<file path="config.mk">
export PLATFORM = sky130hd
export DESIGN_NAME = dscrb_top
export DESIGN_NICKNAME = d
export VERILOG_FILES = /design/src/rtl/dscrb_regfile.v /design/src/rtl/dscrb_top.v
export VERILOG_INCLUDE_DIRS = /design/src /design/src/include
export SDC_FILE = /design/constraint.sdc
export NUM_CORES = 1
export LEC_CHECK = 0
export BUFFER_PORTS_ARGS = -buffer_cell sky130_fd_sc_hd__buf_2
export CAP_MARGIN = 20
export CORE_MARGIN = 3
export CORE_UTILIZATION = 53
export CTS_CLUSTER_SIZE = 10
export DETAILED_ROUTE_END_ITERATION = 12
export PLACE_DENSITY = 0.76
export SLEW_MARGIN = 20
export SYNTH_ARGS = -nofsm -noshare
export SYNTH_HDL_FRONTEND = slang
export SYNTH_SLANG_ARGS = --single-unit
</file>
<file path="constraint.sdc">
create_clock -name CLK -period 1.9 [get_ports CLK]
set_input_delay 0.38 -clock CLK [delete_from_list [all_inputs] [get_ports CLK]]
set_output_delay 0.38 -clock CLK [all_outputs]
set_load 0.05 [all_outputs]
</file>
<file path="src/include/dscrb_consts.vh">
`ifndef DSCRB_CONSTS_VH
`define DSCRB_CONSTS_VH
// register offsets
`define DSCRB_OFF_CFG1        8'h00
`define DSCRB_OFF_ADDR        8'h01
`define DSCRB_OFF_OUTF        8'h02
`define DSCRB_OFF_EQSS        8'h03
// reset values
`define DSCRB_RST_CFG1        8'h00
`define DSCRB_RST_ADDR        8'h70
`define DSCRB_RST_OUTF        8'h00
`define DSCRB_RST_EQSS        8'h00
// config one fields
`define DSCRB_LOW_FREQ_RANGE_SELECT_BIT      7
`define DSCRB_MAP_BIT         6
`define DSCRB_FILT_HI         3
`define DSCRB_FILT_LO         2
`define DSCRB_SLEEP_BIT       1
`define DSCRB_REGCFG_BIT      0
`define DSCRB_REGCFG_ENABLE   8'h01
// address register fields
`define DSCRB_ADDRSRC_BIT     7
// output features fields
`define DSCRB_OEN_BIT         7
`define DSCRB_OSS_BIT         6
`define DSCRB_SWING_BIT       3
`define DSCRB_OSC_HI          2
`define DSCRB_OSC_LO          0
// equalizer / spread fields
`define DSCRB_EQG_HI          7
`define DSCRB_EQG_LO          5
`define DSCRB_EQEN_BIT        4
`define DSCRB_SSC_HI          2
`define DSCRB_SSC_LO          0
// strap addresses
`define DSCRB_STRAP_ADDR0     7'h71
`define DSCRB_STRAP_ADDR1     7'h72
`define DSCRB_STRAP_ADDR2     7'h73
`define DSCRB_STRAP_ADDR3     7'h76
// spread divisors
`define DSCRB_DIV_HI_A        16'd2168
`define DSCRB_DIV_HI_B        16'd1300
`define DSCRB_DIV_LO_A        16'd625
`define DSCRB_DIV_LO_B        16'd385
`endif

</file>
<file path="src/rtl/dscrb_regfile.v">
`timescale 1ns/1ps
`include "dscrb_consts.vh"
module dscrb_regfile (
  // clock and reset
  input  wire       clk,
  input  wire       resetn,
  // write port
  input  wire       wr_en,
  input  wire [7:0] wr_addr,
  input  wire [7:0] wr_data,
  // read port
  input  wire [7:0] rd_addr,
  output reg  [7:0] rd_data,
  // contents
  output wire [31:0] regs_flat
);
  wire [7:0] rst_val [0:3];
  assign rst_val[0] = `DSCRB_RST_CFG1;
  assign rst_val[1] = `DSCRB_RST_ADDR;
  assign rst_val[2] = `DSCRB_RST_OUTF;
  assign rst_val[3] = `DSCRB_RST_EQSS;
  genvar i;
  generate
    for (i = 0; i < 4; i = i + 1) begin : g_reg
      reg [7:0] data_q;
      always @(posedge clk) begin
        if (!resetn) begin
          data_q <= rst_val[i];
        end else if (wr_en && wr_addr == i) begin
          data_q <= wr_data;
        end
      end
      assign regs_flat[8*i+7:8*i] = data_q;
    end
  endgenerate
  always @(posedge clk) begin
    if (!resetn) begin
      rd_data <= 8'h00;
    end else if (rd_addr[7:2] == 6'h00) begin
      rd_data <= regs_flat[8*rd_addr[1:0] +: 8];
    end else begin
      rd_data <= 8'h00;
    end
  end
endmodule // dscrb_regfile

</file>
<file path="src/rtl/dscrb_top.v">
// Operation
// - config bit 7 picks the spread clock range, 0 for 20-65 MHz, 1 for 10-20 MHz.
// - config bit 6 picks whether lsb or msb bits go to output channel three.
// - config bits 3:2 disable (00) or enable (01) the control filter; 10/11 reserved.
// - config bit 1 puts the device to sleep keeping registers, separate from power down.
// - config bit 0 selects pin or register configuration, bus address excluded.
// - address bit 7 picks strap pin address or register address.
// - address bits 6:0 hold the bus address; only four values are valid.
// - features bit 7 is output enable and bit 6 output sleep state, both reset to 0.
// - features bit 3 selects low (250 mV) or high (400 mV) output swing.
// - features bits 2:0 select oscillator frequency, 000 off, 001 reserved.
// - bit 4 of the third features register enables equalizer, gain from bits 7:5.
// - with low range clear, spread codes use clk/2168 (1-4) or clk/1300 (5-7).
// - with low range set, spread codes use clk/625 (1-4) or clk/385 (5-7).
// - registers are reached over a two-wire bus, answering at own address.
// - register fields other than the bus address override straps whenever bit 0 of register 0 is set.
`timescale 1ns/1ps
`include "dscrb_consts.vh"
module dscrb_top (
  // clock and reset
  input  wire       CLK,
  input  wire       RESETN,
  // serial control bus
  input  wire       SCL,
  input  wire       SDA_IN,
  output reg        SDA_OUT,
  output reg        SDA_OE_N,
  // strap pins
  input  wire [1:0] ADDRESS_STRAP_PIN,
  input  wire       STRAP_BIT_ORDER_MAP_SELECT,
  input  wire       STRAP_OUTPUT_SWING_SELECT,
  input  wire       STRAP_OUTPUT_ENABLE,
  input  wire       STRAP_OUTPUT_SLEEP_STATE,
  // effective configuration
  output reg        LOW_FREQ_RANGE_SELECT,
  output reg        BIT_ORDER_MAP_SELECT,
  output reg        CONTROL_FILTER_ENABLE,
  output reg        SLEEP_MODE,
  output reg        OUTPUT_ENABLE_BIT,
  output reg        OUTPUT_SLEEP_STATE_SELECT,
  output reg        OUTPUT_SWING_SELECT,
  output reg  [2:0] OSCILLATOR_FREQUENCY_SELECT,
  output reg        EQUALIZER_ENABLE_BIT,
  output reg  [2:0] EQUALIZER_GAIN_FIELD,
  output reg        SPREAD_CLOCK_ENABLE,
  output reg  [2:0] SPREAD_CLOCK_SETTING,
  output reg  [15:0] SPREAD_MOD_DIVISOR,
  output reg  [6:0] BUS_ADDRESS
);
  localparam ST_IDLE = 3'd0;
  localparam ST_ADDR = 3'd1;
  localparam ST_AACK = 3'd2;
  localparam ST_WDAT = 3'd3;
  localparam ST_WACK = 3'd4;
  localparam ST_RDAT = 3'd5;
  localparam ST_RACK = 3'd6;
  // input synchronisers
  reg  [1:0] scl_s_q;
  reg  [1:0] sda_s_q;
  reg  [1:0] strap_a_q;
  reg  [1:0] strap_b_q;
  reg  [3:0] strap_c_q;
  reg  [3:0] strap_d_q;
  reg        scl_d1_q;
  reg        sda_d1_q;
  always @(posedge CLK) begin
    if (!RESETN) begin
      scl_s_q   <= 2'h3;
      sda_s_q   <= 2'h3;
      scl_d1_q  <= 1'b1;
      sda_d1_q  <= 1'b1;
      strap_a_q <= 2'h0;
      strap_b_q <= 2'h0;
      strap_c_q <= 4'h0;
      strap_d_q <= 4'h0;
    end else begin
      scl_s_q   <= {scl_s_q[0], SCL};
      sda_s_q   <= {sda_s_q[0], SDA_IN};
      scl_d1_q  <= scl_s_q[1];
      sda_d1_q  <= sda_s_q[1];
      strap_a_q <= ADDRESS_STRAP_PIN;
      strap_b_q <= strap_a_q;
      strap_c_q <= {STRAP_BIT_ORDER_MAP_SELECT, STRAP_OUTPUT_SWING_SELECT,
                    STRAP_OUTPUT_ENABLE, STRAP_OUTPUT_SLEEP_STATE};
      strap_d_q <= strap_c_q;
    end
  end
  wire scl_v   = scl_s_q[1];
  wire sda_v   = sda_s_q[1];
  wire scl_ris = scl_v & ~scl_d1_q;
  wire scl_fal = ~scl_v & scl_d1_q;
  wire start_c = scl_v & scl_d1_q & ~sda_v & sda_d1_q;
  wire stop_c  = scl_v & scl_d1_q & sda_v & ~sda_d1_q;
  // register file
  wire [31:0] regs;
  wire [7:0]  cfg1 = regs[7:0];
  wire [7:0]  addr_r = regs[15:8];
  wire [7:0]  outf = regs[23:16];
  wire [7:0]  eqss = regs[31:24];
  reg         wr_en_q;
  reg  [7:0]  ptr_q;
  reg  [7:0]  shift_q;
  wire [7:0]  rd_data;
  dscrb_regfile i_dscrb_regfile (
    .clk       (CLK),
    .resetn    (RESETN),
    .wr_en     (wr_en_q),
    .wr_addr   (ptr_q),
    .wr_data   (shift_q),
    .rd_addr   (ptr_q),
    .rd_data   (rd_data),
    .regs_flat (regs)
  );
  // own address
  reg [6:0] strap_addr;
  always @* begin
    case (strap_b_q)
      2'h0:    strap_addr = `DSCRB_STRAP_ADDR0;
      2'h1:    strap_addr = `DSCRB_STRAP_ADDR1;
      2'h2:    strap_addr = `DSCRB_STRAP_ADDR2;
      default: strap_addr = `DSCRB_STRAP_ADDR3;
    endcase
  end
  wire [6:0] own_addr = addr_r[`DSCRB_ADDRSRC_BIT] ? addr_r[6:0] : strap_addr;
  // two-wire slave
  reg [2:0] st_q;
  reg [2:0] bit_q;
  reg       rw_q;
  reg       ptr_set_q;
  reg       got_q;
  always @(posedge CLK) begin
    if (!RESETN) begin
      st_q      <= ST_IDLE;
      bit_q     <= 3'h0;
      rw_q      <= 1'b0;
      ptr_set_q <= 1'b0;
      got_q     <= 1'b0;
      ptr_q     <= 8'h00;
      shift_q   <= 8'h00;
      wr_en_q   <= 1'b0;
      SDA_OUT   <= 1'b1;
      SDA_OE_N  <= 1'b1;
    end else begin
      wr_en_q <= 1'b0;
      if (stop_c) begin
        st_q     <= ST_IDLE;
        SDA_OE_N <= 1'b1;
      end else if (start_c) begin
        st_q     <= ST_ADDR;
        bit_q    <= 3'h0;
        got_q    <= 1'b0;
        SDA_OE_N <= 1'b1;
      end else begin
        case (st_q)
          ST_IDLE: begin
            SDA_OE_N <= 1'b1;
          end
          ST_ADDR: begin
            if (scl_ris) begin
              shift_q <= {shift_q[6:0], sda_v};
              bit_q   <= bit_q + 3'h1;
              got_q   <= bit_q == 3'h7;
            end else if (scl_fal && got_q) begin
              if (shift_q[7:1] == own_addr) begin
                rw_q     <= shift_q[0];
                ptr_set_q <= 1'b0;
                SDA_OUT  <= 1'b0;
                SDA_OE_N <= 1'b0;
                st_q     <= ST_AACK;
              end else begin
                st_q <= ST_IDLE;
              end
            end
          end
          ST_AACK, ST_WACK: begin
            if (scl_fal) begin
              bit_q <= 3'h0;
              if (rw_q) begin
                shift_q  <= rd_data;
                SDA_OUT  <= rd_data[7];
                SDA_OE_N <= rd_data[7];
                st_q     <= ST_RDAT;
              end else begin
                SDA_OE_N <= 1'b1;
                st_q     <= ST_WDAT;
              end
            end
          end
          ST_WDAT: begin
            if (scl_ris) begin
              shift_q <= {shift_q[6:0], sda_v};
              bit_q   <= bit_q + 3'h1;
            end else if (scl_fal && bit_q == 3'h0) begin
              if (!ptr_set_q) begin
                ptr_q     <= shift_q;
                ptr_set_q <= 1'b1;
              end else begin
                wr_en_q <= 1'b1;
              end
              SDA_OUT  <= 1'b0;
              SDA_OE_N <= 1'b0;
              st_q     <= ST_WACK;
            end
          end
          ST_RDAT: begin
            if (scl_fal) begin
              bit_q <= bit_q + 3'h1;
              if (bit_q == 3'h7) begin
                SDA_OE_N <= 1'b1;
                ptr_q    <= ptr_q + 8'h01;
                st_q     <= ST_RACK;
              end else begin
                shift_q  <= {shift_q[6:0], 1'b0};
                SDA_OUT  <= shift_q[6];
                SDA_OE_N <= shift_q[6];
              end
            end
          end
          ST_RACK: begin
            if (scl_ris) begin
              st_q <= sda_v ? ST_IDLE : ST_AACK;
            end
          end
          default: st_q <= ST_IDLE;
        endcase
        if (wr_en_q) begin
          ptr_q <= ptr_q + 8'h01;
        end
      end
    end
  end
  // effective configuration
  wire reg_mode = (cfg1 == `DSCRB_REGCFG_ENABLE) | cfg1[`DSCRB_REGCFG_BIT];
  reg [15:0] div_d;
  always @* begin
    if (eqss[`DSCRB_SSC_HI:`DSCRB_SSC_LO] == 3'h0) begin
      div_d = 16'h0000;
    end else if (cfg1[`DSCRB_LOW_FREQ_RANGE_SELECT_BIT]) begin
      div_d = eqss[2] & (eqss[1:0] != 2'h0) ? `DSCRB_DIV_LO_B : `DSCRB_DIV_LO_A;
    end else begin
      div_d = eqss[2] & (eqss[1:0] != 2'h0) ? `DSCRB_DIV_HI_B : `DSCRB_DIV_HI_A;
    end
  end
  always @(posedge CLK) begin
    if (!RESETN) begin
      LOW_FREQ_RANGE_SELECT       <= 1'b0;
      BIT_ORDER_MAP_SELECT        <= 1'b0;
      CONTROL_FILTER_ENABLE       <= 1'b0;
      SLEEP_MODE                  <= 1'b0;
      OUTPUT_ENABLE_BIT           <= 1'b0;
      OUTPUT_SLEEP_STATE_SELECT   <= 1'b0;
      OUTPUT_SWING_SELECT         <= 1'b0;
      OSCILLATOR_FREQUENCY_SELECT <= 3'h0;
      EQUALIZER_ENABLE_BIT        <= 1'b0;
      EQUALIZER_GAIN_FIELD        <= 3'h0;
      SPREAD_CLOCK_ENABLE         <= 1'b0;
      SPREAD_CLOCK_SETTING        <= 3'h0;
      SPREAD_MOD_DIVISOR          <= 16'h0000;
      BUS_ADDRESS                 <= `DSCRB_STRAP_ADDR0;
    end else begin
      BUS_ADDRESS <= own_addr;
      SLEEP_MODE  <= cfg1[`DSCRB_SLEEP_BIT];
      if (reg_mode) begin
        LOW_FREQ_RANGE_SELECT       <= cfg1[`DSCRB_LOW_FREQ_RANGE_SELECT_BIT];
        BIT_ORDER_MAP_SELECT        <= cfg1[`DSCRB_MAP_BIT];
        CONTROL_FILTER_ENABLE       <= cfg1[`DSCRB_FILT_HI:`DSCRB_FILT_LO] == 2'h1;
        OUTPUT_ENABLE_BIT           <= outf[`DSCRB_OEN_BIT];
        OUTPUT_SLEEP_STATE_SELECT   <= outf[`DSCRB_OSS_BIT];
        OUTPUT_SWING_SELECT         <= outf[`DSCRB_SWING_BIT];
        OSCILLATOR_FREQUENCY_SELECT <= outf[`DSCRB_OSC_HI:`DSCRB_OSC_LO];
        EQUALIZER_ENABLE_BIT        <= eqss[`DSCRB_EQEN_BIT];
        EQUALIZER_GAIN_FIELD        <= eqss[`DSCRB_EQG_HI:`DSCRB_EQG_LO];
        SPREAD_CLOCK_ENABLE         <= div_d != 16'h0000;
        SPREAD_CLOCK_SETTING        <= eqss[`DSCRB_SSC_HI:`DSCRB_SSC_LO];
        SPREAD_MOD_DIVISOR          <= div_d;
      end else begin
        LOW_FREQ_RANGE_SELECT       <= 1'b0;
        BIT_ORDER_MAP_SELECT        <= strap_d_q[3];
        CONTROL_FILTER_ENABLE       <= 1'b0;
        OUTPUT_ENABLE_BIT           <= strap_d_q[1];
        OUTPUT_SLEEP_STATE_SELECT   <= strap_d_q[0];
        OUTPUT_SWING_SELECT         <= strap_d_q[2];
        OSCILLATOR_FREQUENCY_SELECT <= 3'h0;
        EQUALIZER_ENABLE_BIT        <= 1'b0;
        EQUALIZER_GAIN_FIELD        <= 3'h0;
        SPREAD_CLOCK_ENABLE         <= 1'b0;
        SPREAD_CLOCK_SETTING        <= 3'h0;
        SPREAD_MOD_DIVISOR          <= 16'h0000;
      end
    end
  end
endmodule // dscrb_top

</file>
==> results of run 1 <==
-- stage by stage --
stage            util  instances  power [mW]
6_report       0.7027        790       6.042
3_5_place_dp   0.6140        755       2.780
2_1_floorplan       -        576       2.726
3_3_place_gp   0.6140        755       2.778
4_1_cts        0.6827        786       6.056
5_1_grt        0.7027        790       6.186
-- area by class of cell --
class	instances	area [sq um]	area share
clock buffer	19	441.7	0.06770
clock inverter	12	166.4	0.02551
inverter	10	37.54	0.005754
multi-input combinational	397	2567	0.3936
sequential	119	2390	0.3663
tap	129	161.4	0.02474
timing repair buffer	104	759.5	0.1164
-- sequential cells by signal (all words and copies together), names as in the netlist, 3 cells and up --
signal / flops
BUS_ADDRESS: 7
EQUALIZER_GAIN_FIELD: 3
OSCILLATOR_FREQUENCY_SELECT: 3
SPREAD_CLOCK_SETTING: 3
SPREAD_MOD_DIVISOR: 8
bit_q: 3
i_dscrb_regfile.g.data_q: 32
i_dscrb_regfile.rd_data: 8
ptr_q: 8
shift_q: 8
st_q: 3
strap_c_q: 4
strap_d_q: 4
-- metal layers --
metal,vias to the layer above,track usage
met5,-,0
met4,0,0.09117
met3,35,0.05028
met2,227,0.3821
met1,2134,0.3320
li1,2147,-
-- logic make-up (layout without fill, tap and decap cells) --
kind of cell | count (synthesis) | after routing | synth area share
fa+ha+maj | 7 | 7 | 0.01724
flops | 119 | 119 | 0.4691
simple gates | 246 | 246 | 0.2474
xor+xnor | 4 | 4 | 0.006898
buf+inv | 60 | 145 | 0.05691
other cells | 1 | 5 | 0.0007384
compound gates | 113 | 113 | 0.1385
mux | 22 | 22 | 0.06331
-- final timing paths --
path / startpoint / endpoint / slack, ns
setup / recovery: i_dscrb_regfile.g_reg[1].data_q[7] / ptr_set_q / -0.06
hold / removal: SDA_IN / sda_s_q[0] / 0.04
setup reg to reg: i_dscrb_regfile.g_reg[1].data_q[7] / ptr_set_q / -0.06
hold reg to reg: scl_s_q[0] / scl_s_q[1] / 0.42
-- power groups by stage --
stage	Sequential, mW	Combinational (mW)	Clock (mW)
6_report	2.53	0.201	3.31
5_1_grt	2.53	0.217	3.43
4_1_cts	2.53	0.197	3.33
3_5_place_dp	2.59	0.193	0
3_3_place_gp	2.59	0.191	0
2_1_floorplan	2.60	0.123	0
-- what timing repair did --
item,in CTS,in global routing
cloned,0,2
pin swaps,0,5
endpoints found under the hold margin,0,0
buffers inserted,0,2
endpoints found under the setup margin,26,35
resized for setup,12,28
-- layout by cell type (no fill, tap or decap), types with 4 or more instances in the layout --
cell type	n
a211oi_1	8
a21boi_0	5
a21oi_1	48
and2_1	16
and3_1	24
buf_12	4
buf_2	47
buf_4	49
clkbuf_16	18
conb_1	5
dfxtp_1	115
ha_1	6
inv_1	9
inv_6	5
mux2i_1	13
mux4_2	8
nand2_1	60
nand2b_1	16
nand3_1	43
nand4_1	4
nor2_1	32
nor2b_1	8
nor3_1	7
o21a_1	6
o21ai_0	18
or2_2	4
or3_1	5
xor2_1	4
==> summary.md, run 1 <==
| Metric | Value |
|---|---|
| Num CTS Buffers | 17 |
| CP top delay family | simple AND/OR/NAND/NOR gates |
| Clock power share | 0.548 |
| Total Neg Setup Slack | -0.05680 ns |
| Critical path depth | 6 |
| Async SR Flop Fraction | 0 |
| Worst-path clk slew | 0.06 ns |
| Antenna-violating nets left | 0 |
| Synthesis-to-layout area growth | 28.46% |
| Power Internal | 4.670 mW |
| Initial antenna violation count | 0 |
| Power Density | 926.1 mW/mm^2 |
| Min cycle time layout | 1.957 ns |
| CP Cell Sequence | buf_4, nor4b_2, o32ai_2, or4_4, a211o_1, mux2i_1 |
| Hold Crit Depth | 2 |
| Detail Placement HPWL | 8.587 mm |
| Starting Density | 0.5470 |
| DR vias/cell | 5.751 |
| CP endpoint kind | flop |
| Rel. slew slack | 0.5380 |
| Initial drt markers | 472 |
| Ratio of cells with drive above 1 in the final layout | 0.2799 |
| Routed wl met2 | 6.391 mm |
| Placer Congestion | 0.9324 |
| Max layer used | met4 |
| Max-slew violations | 0 |
| TritonCTS Sinks | 119 |
| Sequential power share | 0.419 |
| Total track usage | 0.2432 |
| # hold bufs at CTS | 0 |
| Post-DP Area | 0.005700 sq mm |
| Final count of negative-setup-slack endpoints | 1 |
| Failing checks | setup timing |
| Die area | 0.01079 sq mm |
| CP startpoint kind | flop |
| Max-Cap Viols | 0 |
| DRT Pass-1 Iters | 5 |
| Yosys warnings | 0 |
| CP Buf/Inv Count | 1 |
| Worst EP arrival | 2.37 ns |
| Synth top area share | 0.4691 |
| Switch share | 0.2270 |
| Root Buffer | clkbuf_8 |
| Worst skew pair latency | 0.53 ns |
| Clk buf depth | 2 |
| Tcrit/Tclk final | 1.030 |
| H-tree depth | 4 |
| Net switching power | 1.372 mW |
| Drt total wl | 13.64 mm |
| Outcome | finished with violations |
| Cell Area, Synth | 0.005079 sq mm |
| Worst vdd ir | 0.6412 mV |
| Syn Inst Count | 572 |
| Synth top cells by count | dfxtp_1, nand2_1, a21oi_1 |
| Worst path max stage delay | 0.44 ns |
| First-pass GRT wire length | 21.13 mm |
| # diodes | 0 |
| Hold Fails Final Rpt | 0 |
| Wire length per cell | 17.26 um |
| Largest cells by area after synthesis | dfxtp_1, a21oi_1, nand2_1 |
| Hold WC Path Type | in -> reg |
| M1 WL | 5.925 mm |
| Sequential fraction of the synthesis area | 0.4691 |
| Via Count | 4543 |
| P_leak | 2.656 nW |
| Worst reg2reg path depth | 6 |
| Pre-CTS setup slack | -0.1248 ns |
| Met3 WL | 1.004 mm |
| Fin Hold WS | 0.03922 ns |
| Rows | 35 |
| Top FF cell, synth | dfxtp_1 |
| Core area | 0.009284 sq mm |
| Die W | 103.9 um |
| Crit Path Max Fanout | 10 |
| RSZ-0062 raised after global routing | true |
| IO Count | 53 |
| Syn_area_per_cell | 8.879 sq um |
| Die height | 103.9 um |
| Worst Path Required | 2.31 ns |
| DR DRC count | 0 |
| Largest net degree at the start of global routing | 53 |
| Critical path class | reg -> reg |
| Synth cell types | 57 |
| Logic pwr share | 0.033 |
| Port bufs | 47 |
| Final Cell Area | 0.006524 sq mm |
| Final nets | 666 |
| Filler cells | 690 |
| Post-synth EDFFs | 0 |
| Critical Path Slowest Stage Cell | or4_4 |
| Fmax | 511.0 MHz |
| Fin Clk Skew | 0.009144 ns |
| Post-route setup slack | -0.05680 ns |
| Vias in the first global route | 4257 |
| Flops & latches, synth | 119 |
| Synth area leader | dfxtp_1 |
| Global route total overflow | 0 |
| CTS tree | built |
| Tightest Pin Transition | 0.6921 ns |
| Count leader, synth | dfxtp_1 |
Note: power is estimated with default switching activity, not from simulation.
==> run 2, diff against run 1 <==
- ABC_AREA: not set -> 1
- CORE_UTILIZATION: 53 -> 52
- PLACE_DENSITY: 0.76 -> 0.75
==> summary.md, run 2 <==
| Metric | Value |
|---|---|
| Max-Cap Viols | 0 |
| Largest net degree at the start of global routing | 41 |
| Drt total wl | 12.84 mm |
| Num CTS Buffers | 17 |
| Post-DP Area | 0.005368 sq mm |
| Storage cell area | 0.002384 sq mm |
| DRT Pass-1 Iters | 6 |
| Flops & latches, synth | 119 |
| Filler cells | 819 |
| Hold WC Path Type | in -> reg |
| Rows | 35 |
| Yosys warnings | 0 |
| Worst vdd ir | 0.7410 mV |
| Detail Placement HPWL | 8.902 mm |
| Hold Fails Final Rpt | 0 |
| Die area | 0.01081 sq mm |
| Starting Density | 0.5376 |
| Ratio of cells with drive above 1 in the final layout | 0.1702 |
| Synth top cells by count | dfxtp_1, nand2_1, o21ai_0 |
| Tcrit/Tclk final | 0.9231 |
| Via Count | 4697 |
| CP startpoint kind | flop |
| # hold bufs at CTS | 0 |
| Crit Path Max Fanout | 16 |
| H-tree depth | 4 |
| Die W | 104.0 um |
| CP endpoint kind | flop |
| Global route total overflow | 0 |
| Synth top area share | 0.4773 |
| Area of the multi-input gates | 0.002131 sq mm |
| Antenna-violating nets left | 0 |
| Sequential fraction of the synthesis area | 0.4773 |
| Final nets | 756 |
| DR vias/cell | 5.331 |
| Worst skew pair latency | 0.53 ns |
| Syn Inst Count | 678 |
| Placer Congestion | 0.9400 |
| Post-synth EDFFs | 0 |
| Final count of negative-setup-slack endpoints | 0 |
| Worst-path clk slew | 0.06 ns |
| Initial antenna violation count | 0 |
| Fin Clk Skew | 0.009238 ns |
| Most frequent cells in the layout | nand2_1, dfxtp_1, o21ai_0 |
| TritonCTS Sinks | 119 |
| # diodes | 0 |
| Max-slew violations | 0 |
| Worst Path Required | 2.30 ns |
| Outcome | completed |
| Vias in the first global route | 4229 |
| Port bufs | 47 |
| Synth cell types | 33 |
| Clk buf depth | 2 |
| Total track usage | 0.2339 |
| DR DRC count | 0 |
| Power Density | 1218 mW/mm^2 |
| Die height | 104.0 um |
| CTS tree | built |
| Largest cells by area after synthesis | dfxtp_1, nand2_1, o21ai_0 |
| Async SR Flop Fraction | 0 |
| Flop-to-flop setup slack | 0.15 ns |
| Synthesis-to-layout area growth | 20.00% |
| P_leak | 2.792 nW |
| Initial drt markers | 465 |
| Syn_area_per_cell | 7.361 sq um |
| Top FF cell, synth | dfxtp_1 |
| Critical path class | reg -> reg |
| Worst EP arrival | 2.16 ns |
| Max FFs per register | 32 |
| Root Buffer | clkbuf_8 |
| IO Count | 53 |
| Cell Area, Synth | 0.004991 sq mm |
| Synth area leader | dfxtp_1 |
| Fmax | 570.1 MHz |
| Biggest register | i_dscrb_regfile.g.data_q |
| Final Util | 0.6451 |
| Commonest non-fill, non-tap cell in the layout | nand2_1 |
| Final Cell Area | 0.005989 sq mm |
| Min cycle time layout | 1.754 ns |
| Core area | 0.009284 sq mm |
| First-pass GRT wire length | 20.29 mm |
| Wire length per cell | 14.57 um |
| Fin Hold WS | 0.03242 ns |
==> run 2: cell types whose count changed after synthesis, sizes merged, moves of 11 or more <==
cell	change
inv	+79
o21ai	+69
nand2	+60
nor2	+46
and3	-23
and2	-17
clkbuf	-16
nand2b	-16
mux2i	-13
nor2b	-11
==> run 2: through the flow <==
step	setup WS, ns	std cells	setup TNS [ns]	total power, mW
floorplan	0.2686	682	0	3.739
global route	-0.01653	881	-0.03386	7.574
detailed placement	0.05211	846	0	4.129
finish	0.1461	881	0	7.293
CTS	0.01108	878	0	7.273
global placement	0.1729	846	0	4.108
==> run 2: kinds of logic after synthesis <==
logic type / synth area share
other: 0.0007513
flip-flops: 0.4773
adder cells (fa/ha/maj): 0.01755
AO/OA/AOI/OAI: 0.1655
AND/OR/NAND/NOR: 0.2346
buffers and inverters: 0.1025
XOR/XNOR: 0.001755
==> run 2: power breakdown <==
group,total (mW),internal [mW],switching [mW]
Clock,3.15,1.95,1.21
Combinational,1.37,0.428,0.947
Sequential,2.76,2.64,0.126
Total,7.29,5.01,2.28
==> run 2: area by class of cell <==
type / count / area share
clock buffers: 19 / 0.07374
clock inverters: 13 / 0.02423
well taps: 129 / 0.02695
multi-input cells: 443 / 0.3558
repair buffers: 67 / 0.06434
inverters: 91 / 0.05703
flip-flops and latches: 119 / 0.3980
==> run 2: final timing paths <==
path                                endpoint  cells past startpoint                 startpoint
worst max register to register    shift_q[7]                      9                    st_q[2]
worst min register to register    sda_s_q[1]                      1                 sda_s_q[0]
worst min-delay path            strap_c_q[2]                      3  STRAP_OUTPUT_SWING_SELECT
worst max-delay path              shift_q[7]                      9                    st_q[2]
==> run 2: critical path, stage by stage, from the launching register on <==
cell	delay (ns)
dfxtp_1	0.41
inv_2	0.07
nand3_1	0.16
nand2_1	0.14
nand2_1	0.11
nand2_1	0.09
a21oi_4	0.22
nand2_4	0.17
o21ai_0	0.19
a21oi_1	0.06
==> run 2: per-layer routing <==
| layer | global-route usage | up-vias | wire length (um) |
|---|---|---|---|
| li1 | - | 2309 | - |
| met1 | 0.3101 | 2111 | 5473 |
| met2 | 0.3603 | 245 | 5833 |
| met3 | 0.06207 | 32 | 1267 |
| met4 | 0.1016 | 0 | 264 |
| met5 | 0 | - | 0 |
==> run 2: what timing repair did <==
item                                    4_1_cts  5_1_grt
setup buffers                                 0        2
gates resized for setup                       0        6
endpoints found under the setup margin        0       12
